`src/hw/mcs_regs.svh`:
```
// Purpose: Register offsets, field positions and reset values of the modem control/status block
// Assumes: 3-bit register address on the processor bus
// Notes:   Definitions only
`ifndef MCS_REGS_SVH
`define MCS_REGS_SVH

// ==================================================
// Register offsets
`define MCS_OFS_MODEM_CONTROL 3'h4
`define MCS_OFS_MODEM_STATUS  3'h6

// ==================================================
// Modem control fields
`define MCS_MCR_TERM_READY    0
`define MCS_MCR_SEND_REQ      1
`define MCS_MCR_USER_A        2
`define MCS_MCR_USER_B        3
`define MCS_MCR_LOOP          4
`define MCS_MCR_WIDTH         5
`define MCS_MCR_RESET         5'h00

// ==================================================
// Modem status fields
`define MCS_MSR_SEND_CLEAR_CHG 0
`define MCS_MSR_SET_READY_CHG  1
`define MCS_MSR_RING_END       2
`define MCS_MSR_CARRIER_CHG    3
`define MCS_MSR_FLAGS_RESET    4'h0

// ==================================================
// Interrupt identification codes
`define MCS_IID_MODEM 3'h0
`define MCS_IID_NONE  3'h1

`endif

```
`src/hw/mcs_pkg.sv`:
```
// Purpose: Shared types of the modem control/status block
// Assumes: Nothing
// Notes:   Constants live in mcs_regs.svh
package mcs_pkg;
   typedef logic [7:0] mcs_byte_t;

   // Register selected by the current bus access
   typedef enum logic [1:0] {
      MCS_SEL_NONE    = 2'b00,
      MCS_SEL_CONTROL = 2'b01,
      MCS_SEL_STATUS  = 2'b10
   } mcs_sel_t;

   // Line states, active high, in status register order (bit 7 down to 4)
   typedef struct packed {
      logic carrier;
      logic ring;
      logic setReady;
      logic sendClear;
   } mcs_lines_t;
endpackage : mcs_pkg

```
`src/hw/mcs_flag_if.sv`:
```
// Purpose: Carrier between the register block and its change-flag keeper
// Assumes: Single clock domain
// Notes:   One event bit per flag
`timescale 1ns/1ps
interface mcs_flag_if #(parameter int W = 4);
   logic [W-1:0] events;
   logic         readActive;
   logic         readEnd;
   logic [W-1:0] flags;

   modport keeper (input events, input readActive, input readEnd, output flags);
   modport user   (output events, output readActive, output readEnd, input flags);
endinterface : mcs_flag_if

```
`src/hw/mcs_change_flags.sv`:
```
// Purpose: Sticky change flags with defined behaviour around a status read
// Assumes: readActive high for the whole read, readEnd one cycle after it drops
// Notes:   Events seen during a read are parked and settled at the trailing edge
`timescale 1ns/1ps
module mcs_change_flags
   import mcs_pkg::*;
#(
   parameter int W = 4
) (
   // Clock and reset
   input wire logic   mclk,
   input wire logic   sys_rst,
   // Flag carrier
   mcs_flag_if.keeper fl
);
`include "mcs_regs.svh"

   logic [W-1:0] flagQ;
   logic [W-1:0] parked;

   assign fl.flags = flagQ;

   // ==================================================
   // Per-flag state
   genvar i;
   generate
      for (i = 0; i < W; i++) begin : g_flag
         always_ff @(posedge mclk or posedge sys_rst) begin
            if (sys_rst) begin
               parked[i] <= 1'b0;
            end else if (fl.readEnd) begin
               parked[i] <= 1'b0;
            end else if (fl.readActive && fl.events[i]) begin
               parked[i] <= 1'b1;
            end
         end

         always_ff @(posedge mclk or posedge sys_rst) begin
            if (sys_rst) begin
               flagQ[i] <= 1'b0;
            end else if (fl.readEnd) begin
               // A set flag hit again is cleared, a clear flag hit is set
               flagQ[i] <= (parked[i] | fl.events[i]) & ~flagQ[i];
            end else if (!fl.readActive) begin
               flagQ[i] <= flagQ[i] | fl.events[i];
            end
         end
      end
   endgenerate
endmodule : mcs_change_flags

```
`src/hw/mcs_modem_control_status.sv`:
```
// Purpose: Modem handshake section: control register, status register, loopback, modem interrupt
// Assumes: Bus strobes and all pins synchronous to mclk; address stable while a strobe is high
// Notes:   Handshake and serial outputs are registered, one cycle behind their cause
//
// What this block does
// - Control bits 0,1 drive ready/request low
// - Control bits 2,3 drive user outputs low
// - Control register read/write, top bits zero
// - Loopback: transmit pin marks, receive pin ignored
// - Loopback: transmitter output feeds receiver input
// - Loopback: status lines follow control bits
// - Loopback: handshake output pins held high
// - Loopback: modem interrupt from control bits
// - Status bits 4-7 show inverted pins
// - Send-clear, set-ready and carrier flags set on either edge
// - Ring flag only on pin rising
// - Status read clears flags, not lines
// - Enabled flag raises modem interrupt, code zero
// - Line bits ignore any interrupt enable
// - Set flag: change during read dropped
// - Clear flag: change during read set after
// - Read-time conditions set at trailing edge
// - Set bit recurring during read clears
// - Modem interrupt ranks lowest of four
`timescale 1ns/1ps
module mcs_modem_control_status
   import mcs_pkg::*;
(
   // Clock and reset
   input  wire logic       mclk,
   input  wire logic       sys_rst,
   // Processor bus
   input  wire logic       chipSel,
   input  wire logic [2:0] regAddr,
   input  wire logic       writeStrobe,
   input  wire logic       readStrobe,
   input  wire mcs_byte_t  writeData,
   output mcs_byte_t       readData,
   // Modem input pins, active low
   input  wire logic       clearToSend_n,
   input  wire logic       setReady_n,
   input  wire logic       phoneCallSenseIn_n,
   input  wire logic       carrierDetectIn_n,
   // Modem output pins, active low
   output logic            termReady_n,
   output logic            sendRequest_n,
   output logic            userOutputA_n,
   output logic            userOutputB_n,
   // Serial path
   input  wire logic       txShiftOut,
   input  wire logic       serialRxLine,
   output logic            serialTxLine,
   output logic            rxShiftIn,
   // Interrupt connections
   input  wire logic       modemIrqEnable,
   input  wire logic [2:0] higherIrqPending,
   output logic            irqOut,
   output logic [2:0]      irqIdent
);
`include "mcs_regs.svh"

   // ==================================================
   // Address decode
   function automatic mcs_sel_t decodeSel(input logic cs, input logic [2:0] addr);
      mcs_sel_t s;
      s = MCS_SEL_NONE;
      if (cs && addr == `MCS_OFS_MODEM_CONTROL) begin
         s = MCS_SEL_CONTROL;
      end else if (cs && addr == `MCS_OFS_MODEM_STATUS) begin
         s = MCS_SEL_STATUS;
      end
      return s;
   endfunction : decodeSel

   logic [`MCS_MCR_WIDTH-1:0] modemControl;
   mcs_lines_t                 pinLines;
   mcs_lines_t                 loopLines;
   mcs_lines_t                 lines;
   mcs_lines_t                 linesQ;
   logic                       linesPrimed;
   logic                       loopOn;
   logic                       statusRead;
   logic                       statusReadQ;
   logic [3:0]                 changeEvents;
   logic [3:0]                 changeFlags;
   logic                       modemIrq;

   mcs_flag_if #(.W(4)) flagBus ();

   assign loopOn     = modemControl[`MCS_MCR_LOOP];
   assign statusRead = readStrobe && decodeSel(chipSel, regAddr) == MCS_SEL_STATUS;

   // ==================================================
   // Control register
   always_ff @(posedge mclk or posedge sys_rst) begin
      if (sys_rst) begin
         modemControl <= `MCS_MCR_RESET;
      end else if (writeStrobe && decodeSel(chipSel, regAddr) == MCS_SEL_CONTROL) begin
         modemControl <= writeData[`MCS_MCR_WIDTH-1:0];
      end
   end

   // ==================================================
   // Handshake output pins
   always_ff @(posedge mclk or posedge sys_rst) begin
      if (sys_rst) begin
         termReady_n   <= 1'b1;
         sendRequest_n <= 1'b1;
         userOutputA_n <= 1'b1;
         userOutputB_n <= 1'b1;
      end else begin
         termReady_n   <= loopOn | ~modemControl[`MCS_MCR_TERM_READY];
         sendRequest_n <= loopOn | ~modemControl[`MCS_MCR_SEND_REQ];
         userOutputA_n <= loopOn | ~modemControl[`MCS_MCR_USER_A];
         userOutputB_n <= loopOn | ~modemControl[`MCS_MCR_USER_B];
      end
   end

   // ==================================================
   // Serial path and loopback
   always_ff @(posedge mclk or posedge sys_rst) begin
      if (sys_rst) begin
         serialTxLine <= 1'b1;
         rxShiftIn    <= 1'b1;
      end else begin
         serialTxLine <= loopOn ? 1'b1 : txShiftOut;
         rxShiftIn    <= loopOn ? txShiftOut : serialRxLine;
      end
   end

   // ==================================================
   // Modem lines, active high
   assign pinLines  = ~{carrierDetectIn_n, phoneCallSenseIn_n, setReady_n, clearToSend_n};
   assign loopLines = {modemControl[`MCS_MCR_USER_B], modemControl[`MCS_MCR_USER_A],
                       modemControl[`MCS_MCR_TERM_READY], modemControl[`MCS_MCR_SEND_REQ]};
   assign lines     = loopOn ? loopLines : pinLines;

   // Line bits track continuously; no enable or read gates them
   always_ff @(posedge mclk or posedge sys_rst) begin
      if (sys_rst) begin
         linesQ      <= '0;
         linesPrimed <= 1'b0;
      end else begin
         linesQ      <= lines;
         linesPrimed <= 1'b1;
      end
   end

   // The first sample after reset is not a change
   always_comb begin
      changeEvents = '0;
      if (linesPrimed) begin
         changeEvents[`MCS_MSR_SEND_CLEAR_CHG] = lines.sendClear ^ linesQ.sendClear;
         changeEvents[`MCS_MSR_SET_READY_CHG]  = lines.setReady ^ linesQ.setReady;
         changeEvents[`MCS_MSR_CARRIER_CHG]    = lines.carrier ^ linesQ.carrier;
         // Pin low to high is the line bit going from one to zero
         changeEvents[`MCS_MSR_RING_END]       = linesQ.ring & ~lines.ring;
      end
   end

   // ==================================================
   // Status read framing and change flags
   always_ff @(posedge mclk or posedge sys_rst) begin
      if (sys_rst) begin
         statusReadQ <= 1'b0;
      end else begin
         statusReadQ <= statusRead;
      end
   end

   assign flagBus.events     = changeEvents;
   assign flagBus.readActive = statusRead;
   assign flagBus.readEnd    = statusReadQ & ~statusRead;
   assign changeFlags        = flagBus.flags;

   mcs_change_flags #(.W(4)) u_flags (
      .mclk    (mclk),
      .sys_rst (sys_rst),
      .fl      (flagBus)
   );

   // ==================================================
   // Read data, reloaded in every strobe cycle and held once the strobe drops
   always_ff @(posedge mclk or posedge sys_rst) begin
      if (sys_rst) begin
         readData <= 8'h00;
      end else if (readStrobe) begin
         unique case (decodeSel(chipSel, regAddr))
            MCS_SEL_CONTROL: readData <= {3'h0, modemControl};
            MCS_SEL_STATUS:  readData <= {linesQ, changeFlags};
            MCS_SEL_NONE:    readData <= 8'h00;
         endcase
      end
   end

   // ==================================================
   // Modem interrupt, lowest of the four sources
   assign modemIrq = modemIrqEnable & (|changeFlags);
   assign irqOut   = modemIrq;
   assign irqIdent = (modemIrq && higherIrqPending == 3'h0) ? `MCS_IID_MODEM : `MCS_IID_NONE;
endmodule : mcs_modem_control_status

```
`config.mk`:
```
export PLATFORM = sky130hd
export DESIGN_NAME = mcs_modem_control_status
export DESIGN_NICKNAME = d
export VERILOG_FILES = /design/src/hw/mcs_pkg.sv /design/src/hw/mcs_flag_if.sv /design/src/hw/mcs_change_flags.sv /design/src/hw/mcs_modem_control_status.sv
export VERILOG_INCLUDE_DIRS = /design/src /design/src/hw
export SDC_FILE = /design/constraint.sdc
export NUM_CORES = 1
export LEC_CHECK = 0
export ABC_CLOCK_PERIOD_IN_PS = 1560
export BUFFER_PORTS_ARGS = -buffer_cell sky130_fd_sc_hd__buf_4
export CAP_MARGIN = 30
export CORE_UTILIZATION = 50
export DETAILED_ROUTE_END_ITERATION = 8
export GPL_ROUTABILITY_DRIVEN = 1
export PLACE_DENSITY_LB_ADDON = 0.08
export SLEW_MARGIN = 20
export SYNTH_ARGS = -nofsm -noshare
export SYNTH_HDL_FRONTEND = slang
export SYNTH_SLANG_ARGS = --single-unit
```
`constraint.sdc`:
```
create_clock -name mclk -period 1.56 [get_ports mclk]
set_input_delay 0.156 -clock mclk [delete_from_list [all_inputs] [get_ports mclk]]
set_output_delay 0.156 -clock mclk [all_outputs]
set_load 0.05 [all_outputs]
```
# Yosys cells after proc, flatten, opt, wreduce, memory -nomap -nowiden
# Index checks and enable logic that the tools add are counted.
[totals]
input_bits = 26
ff_bits = 33
out_inout_bits = 18
word_cells = 103
[op_classes]
n_reduce_logical = 16
n_bitwise = 33
n_eq_ne = 7
muxes = 25
[ops]
columns = ["op", "count"]
rows = [
  ["8-bit case mux with 3 select lines", 1],
  ["1-bit 2-to-1 mux", 19],
  ["1-bit OR", 12],
  ["1-bit inverter", 10],
  ["1-bit logical AND", 9],
  ["4-bit 2-to-1 mux", 2],
  ["2-bit nonzero test", 4],
  ["1-bit AND", 7],
  ["3-bit == test, second input constant", 2],
  ["2-bit 2-to-1 mux", 3],
  ["2-bit by 1-bit == test with 1-bit output, second input constant", 2],
  ["2-bit == test, second input constant", 2],
  ["4-bit inverter", 1],
  ["4-bit OR reduction", 1],
  ["3-bit logical NOT", 1],
  ["1-bit bitwise XOR", 3],
  ["2-bit logical NOT", 1],
  ["2-bit by 1-bit inequality test with 1-bit output, second input constant", 1],
]

# Logic depth before layout (Yosys ltp)
[logic_depth]
depth_word = 9
ltp_mapped = 5
depth_no_buf = 4

# Modules after synthesis
# From an unflattened synthesis, not the netlist that was laid out.
[unflattened]
hier_cells = 126
area_unflattened_um2 = 1448.9
[modules_own_cells]
columns = ["module", "cells_per_inst", "seq_area_each_um2", "instances", "area_per_inst_um2"]
rows = [
  ["mcs_modem_control_status", 94, 633.1, 1, 1103.6],
  ["mcs_change_flags", 32, 200.2, 1, 345.3],
]

# Least setup slack after synthesis
# OpenSTA, ideal clock, no wires.
[synth_timing]
path_type = "register to output"
from = "register u_flags.flagQ[0], in the netlist u_flags.fl.flags[0]"
to = "output port irqIdent[0]"
stages_incl_launch_ff = 3
t_arrival_ns = 1.482
slack_ns = -0.078
n_path_buf = 0
t_required_ns = 1.404
cell_sequence = "dfrtp_1 o41a_1 nand2_1"
[synth_between]
elab_chain_len = 4
[synth_lines]
columns = ["item", "line_no", "source"]
rows = [
  ["from (decl)", "mcs_change_flags.sv:18", "logic [W-1:0] flagQ;"],
  ["from (signal, indexed assignment)", "mcs_change_flags.sv:43", "flagQ[i] <= (parked[i] | fl.events[i]) & ~flagQ[i];"],
  ["from (signal, indexed assignment)", "mcs_change_flags.sv:45", "flagQ[i] <= flagQ[i] | fl.events[i];"],
  ["4-bit OR reduction", "mcs_modem_control_status.sv:198", "assign modemIrq = modemIrqEnable & (|changeFlags);"],
  ["1-bit AND", "mcs_modem_control_status.sv:198", ""],
  ["named net irqOut", "mcs_modem_control_status.sv:57", "output logic irqOut,"],
  ["1-bit logical AND", "mcs_modem_control_status.sv:200", "assign irqIdent = (modemIrq && higherIrqPending == 3'h0) ? `MCS_IID_MODEM : `MCS_IID_NONE;"],
  ["1-bit 2-to-1 mux (no source line)", "n/a", ""],
  ["to (decl)", "mcs_modem_control_status.sv:58", "output logic [2:0] irqIdent"],
]
# The timed path passes the listed nets, and every way through them passes these cells.

# Final worst setup path
[layout_timing]
from = "register u_flags.flagQ[3], in the netlist u_flags.fl.flags[3]"
to = "output port irqIdent[0]"
[layout_between]
elab_chain_len = 4
[layout_lines]
columns = ["item", "line_no"]
rows = [
  ["4-bit OR reduction", "mcs_modem_control_status.sv:198"],
  ["1-bit AND", "mcs_modem_control_status.sv:198"],
  ["1-bit logical AND", "mcs_modem_control_status.sv:200"],
  ["1-bit 2-to-1 mux (no source line)", "n/a"],
]
# No other way between the ends.

==> results.sh <==
export IMPL_routabilityCongestion=0.786
export IMPL_p_switching_uw=749
export IMPL_root_buffer="clkbuf_4"
export IMPL_hold_end="serialTxLine$_DFF_PP1_"
export IMPL_arrival_ps=1410
export IMPL_period_minus_slack_ps=1570
export IMPL_dpl_instance_area_mm2=0.00182
export IMPL_numCtsBuffers=5
export IMPL_wl_per_cell_um=14.2
export IMPL_first_pass_iters=6
export IMPL_required_ps=1400
export IMPL_hold_class="input pin to flop"
export IMPL_startpoint_type="flop"
export IMPL_r2r_end="u_flags.parked[0]$_DFFE_PP0P_"
export IMPL_drt_wl_total_mm=2.88
export IMPL_path_cells="o41a_1 > nand2_2 > buf_8"
export IMPL_cap_violations=0
export IMPL_final_max_slew_viol_count=0
export IMPL_grt_pass1_vias=1053
export IMPL_synth_async_reset_ratio=1.00
export IMPL_worstHoldPathCells=2
export IMPL_diodes=0
export IMPL_hold_violations=0
export IMPL_final_util=0.686
export IMPL_routed_top_layer="met4"
export IMPL_clk_latency_ps=330
export IMPL_rr_startpoint="modemControl[4]$_DFFE_PP0P_"
export IMPL_overflow=0
export IMPL_viasPerCell=5.32
export IMPL_cts_htree_levels=2
export IMPL_die_y_um=56.8
export IMPL_clk_pin_slew_ps=90
export IMPL_peakVddDrop_mv=0.840
export IMPL_slowest_stage="o41a_1"
export IMPL_r2r_cells=3
export IMPL_ff2ff_setup_slack_ps=200
export IMPL_die_area_mm2=0.00323
export IMPL_skew_ps=6.90
export IMPL_combPwrFrac=0.279
export IMPL_start_util=0.536
export IMPL_fmax_mhz=637
export IMPL_die_x_um=56.8
export IMPL_synth_avg_cell_area_um2=12.2
export IMPL_crit_family="compound AO/OA/AOI/OAI gates"
export IMPL_route_met2_wl_mm=1.39
export IMPL_cp_max_fo=2
export IMPL_synth_ff_type="dfrtp_1"
export IMPL_final_nets=197
export IMPL_cp_num_buf_inv=1
export IMPL_rsz0062_at_grt="true"
export IMPL_ys_types=29
export IMPL_crit_type="flop to output pin"
export IMPL_cts_tree="done"
export IMPL_failed_checks="DRC, setup timing"
export IMPL_port_buffers=38
export IMPL_p_leak_uw=0.000948
export IMPL_seq_area_frac_synth=0.555
export IMPL_synth_edf_count=0
export IMPL_areaGrowthSynthToFinish_pct=28.1
export IMPL_fin_ws_ps=-10.5
export IMPL_power_internal_uw=1560
export IMPL_switching_share=0.324
export IMPL_end_kind="output pin"
export IMPL_ys_ff_latch=33
export IMPL_fin_hold_ws_ps=20.6
export IMPL_grt_max_degree=34
export IMPL_coreArea_mm2=0.00281
export IMPL_power_density_mw_per_mm2=1200
export IMPL_grt_first_pass_wirelength_mm=4.85
export IMPL_final_cell_area_mm2=0.00193
export IMPL_clockPowerShare=0.232
export IMPL_drc=4
export IMPL_synth_cells=123
export IMPL_max_clock_path_buffers=2
export IMPL_antenna_found_initial=0
export IMPL_synth_area_mm2=0.00150
export IMPL_top_level_ports=44
export IMPL_grt_usage=0.204
export IMPL_hpwl_mm=2.09
export IMPL_setup_viol_count_final=1
export IMPL_p_seq_frac=0.489
export IMPL_drt_initial_drc_count=26
export IMPL_drtAntennaViolNets=0
export IMPL_worstHoldStart="txShiftOut"
export IMPL_via_count=1080
export IMPL_fin_setup_tns_ps=-10.5
export IMPL_numClockSinks=33
export IMPL_wl_met3_um=155
export IMPL_drive_gt1_frac=0.419
export IMPL_m1WireLength_mm=1.29
export IMPL_std_cell_rows=19
export IMPL_period_share=1.01
export IMPL_synth_warnings=0
export IMPL_cpPeakStageDelay_ps=460
export IMPL_outcome="finished with violations"
==> flip-flops by register name, indices dropped and copies added, names as in the netlist <==
name,count
readData,8
termReady_n,1
sendRequest_n,1
userOutputB_n,1
serialTxLine,1
statusReadQ,1
modemControl,5
rxShiftIn,1
u_flags.fl.flags,4
linesPrimed,1
u_flags.parked,4
linesQ,4
userOutputA_n,1
==> worst max-delay path by stage <==
stage                                    start  cells past startpoint  slack [ps]                               to
2_1_floorplan  u_flags.fl.flags[0]$_DFFE_PP0P_                      2          40                      irqIdent[0]
3_3_place_gp       modemControl[4]$_DFFE_PP0P_                      5         240  u_flags.fl.flags[2]$_DFFE_PP0P_
3_5_place_dp       modemControl[4]$_DFFE_PP0P_                      3         210    u_flags.parked[0]$_DFFE_PP0P_
4_1_cts        u_flags.fl.flags[3]$_DFFE_PP0P_                      3         -20                      irqIdent[0]
5_1_grt        u_flags.fl.flags[3]$_DFFE_PP0P_                      3         -60                      irqIdent[0]
6_report       u_flags.fl.flags[3]$_DFFE_PP0P_                      3         -10                      irqIdent[0]
==> power groups by stage <==
stage                     sequential, uW  combinational, uW  clock [uW]
after floorplan                     1280                288           0
after global placement              1160                588           0
after detailed placement            1160                600           0
after CTS                           1130                653         550
after global routing                1150                690         588
final                               1130                645         537
==> cells in the mapped netlist, types with 2 or more instances <==
library cell,instances,area [um^2]
a21oi_1,5,25.0
a21oi_2,3,26.3
a221o_1,5,50.1
and2_1,2,12.5
and2b_1,5,37.5
buf_2,2,10.0
buf_4,2,15.0
conb_1,2,7.51
dfrtp_1,27,676
dfstp_2,6,158
inv_1,7,26.3
mux2_1,6,67.6
mux2_4,3,45.0
mux2i_1,6,60.1
nand2_1,16,60.1
nand2b_1,9,56.3
o21ai_1,3,15.0
o31ai_2,3,37.5
==> layout make-up <==
type / count / area, um^2
multi-input combinational: 79 / 609
clock buffer: 7 / 65.1
clock inverter: 1 / 5.00
inverter: 7 / 26.3
fill: 228 / 880
sequential: 33 / 833
timing repair buffer: 45 / 348
tap: 31 / 38.8
==> logic make-up after synthesis <==
family / share of synthesized area
AND/OR/NAND/NOR: 0.155
flip-flops: 0.555
AO/OA/AOI/OAI: 0.127
multiplexers: 0.115
buffers and inverters: 0.0441
other: 0.00500
==> per-layer routing <==
metal  GRT usage  up-vias
met4      0.0697        0
met3      0.0691        6
met2       0.323       30
met1       0.263      533
met5           0        -
li1            -      511
==> cell usage in the layout, fill, tap and decap left out, types with 2 or more instances in the layout <==
master | netlist | final
nand2b_1 | 9 | 9
a21oi_1 | 5 | 5
and2b_1 | 5 | 5
buf_4 | 2 | 43
o21ai_1 | 3 | 3
mux2_4 | 3 | 3
inv_1 | 7 | 7
clkbuf_4 | 0 | 5
nand2_1 | 16 | 15
a21oi_2 | 3 | 3
dfstp_2 | 6 | 6
and2_1 | 2 | 2
mux2_1 | 6 | 6
mux2i_1 | 6 | 6
dfrtp_1 | 27 | 27
o31ai_2 | 3 | 3
a221o_1 | 5 | 5
clkbuf_8 | 0 | 2
conb_1 | 2 | 3
==> what timing repair did <==
action | 4_1_cts | 5_1_grt
setup endpoints to repair | 2 | 2
gates resized for setup | 2 | 0
endpoints found under the hold margin | 27 | 0
pin swaps | 1 | 0
hold buffers | 1 | 0
buffers inserted | 3 | 0
cloned | 0 | 0
==> metrics by stage <==
| step | setup WS [ps] | cells | power (uW) |
|---|---|---|---|
| finish | -10.5 | 203 | 2310 |
| global route | -58.0 | 203 | 2430 |
| CTS | -21.9 | 203 | 2330 |
| detailed placement | 213 | 191 | 1760 |
| global placement | 238 | 191 | 1740 |
| floorplan | 39.9 | 124 | 1560 |
No activity file was read; power rests on OpenSTA's default activity.
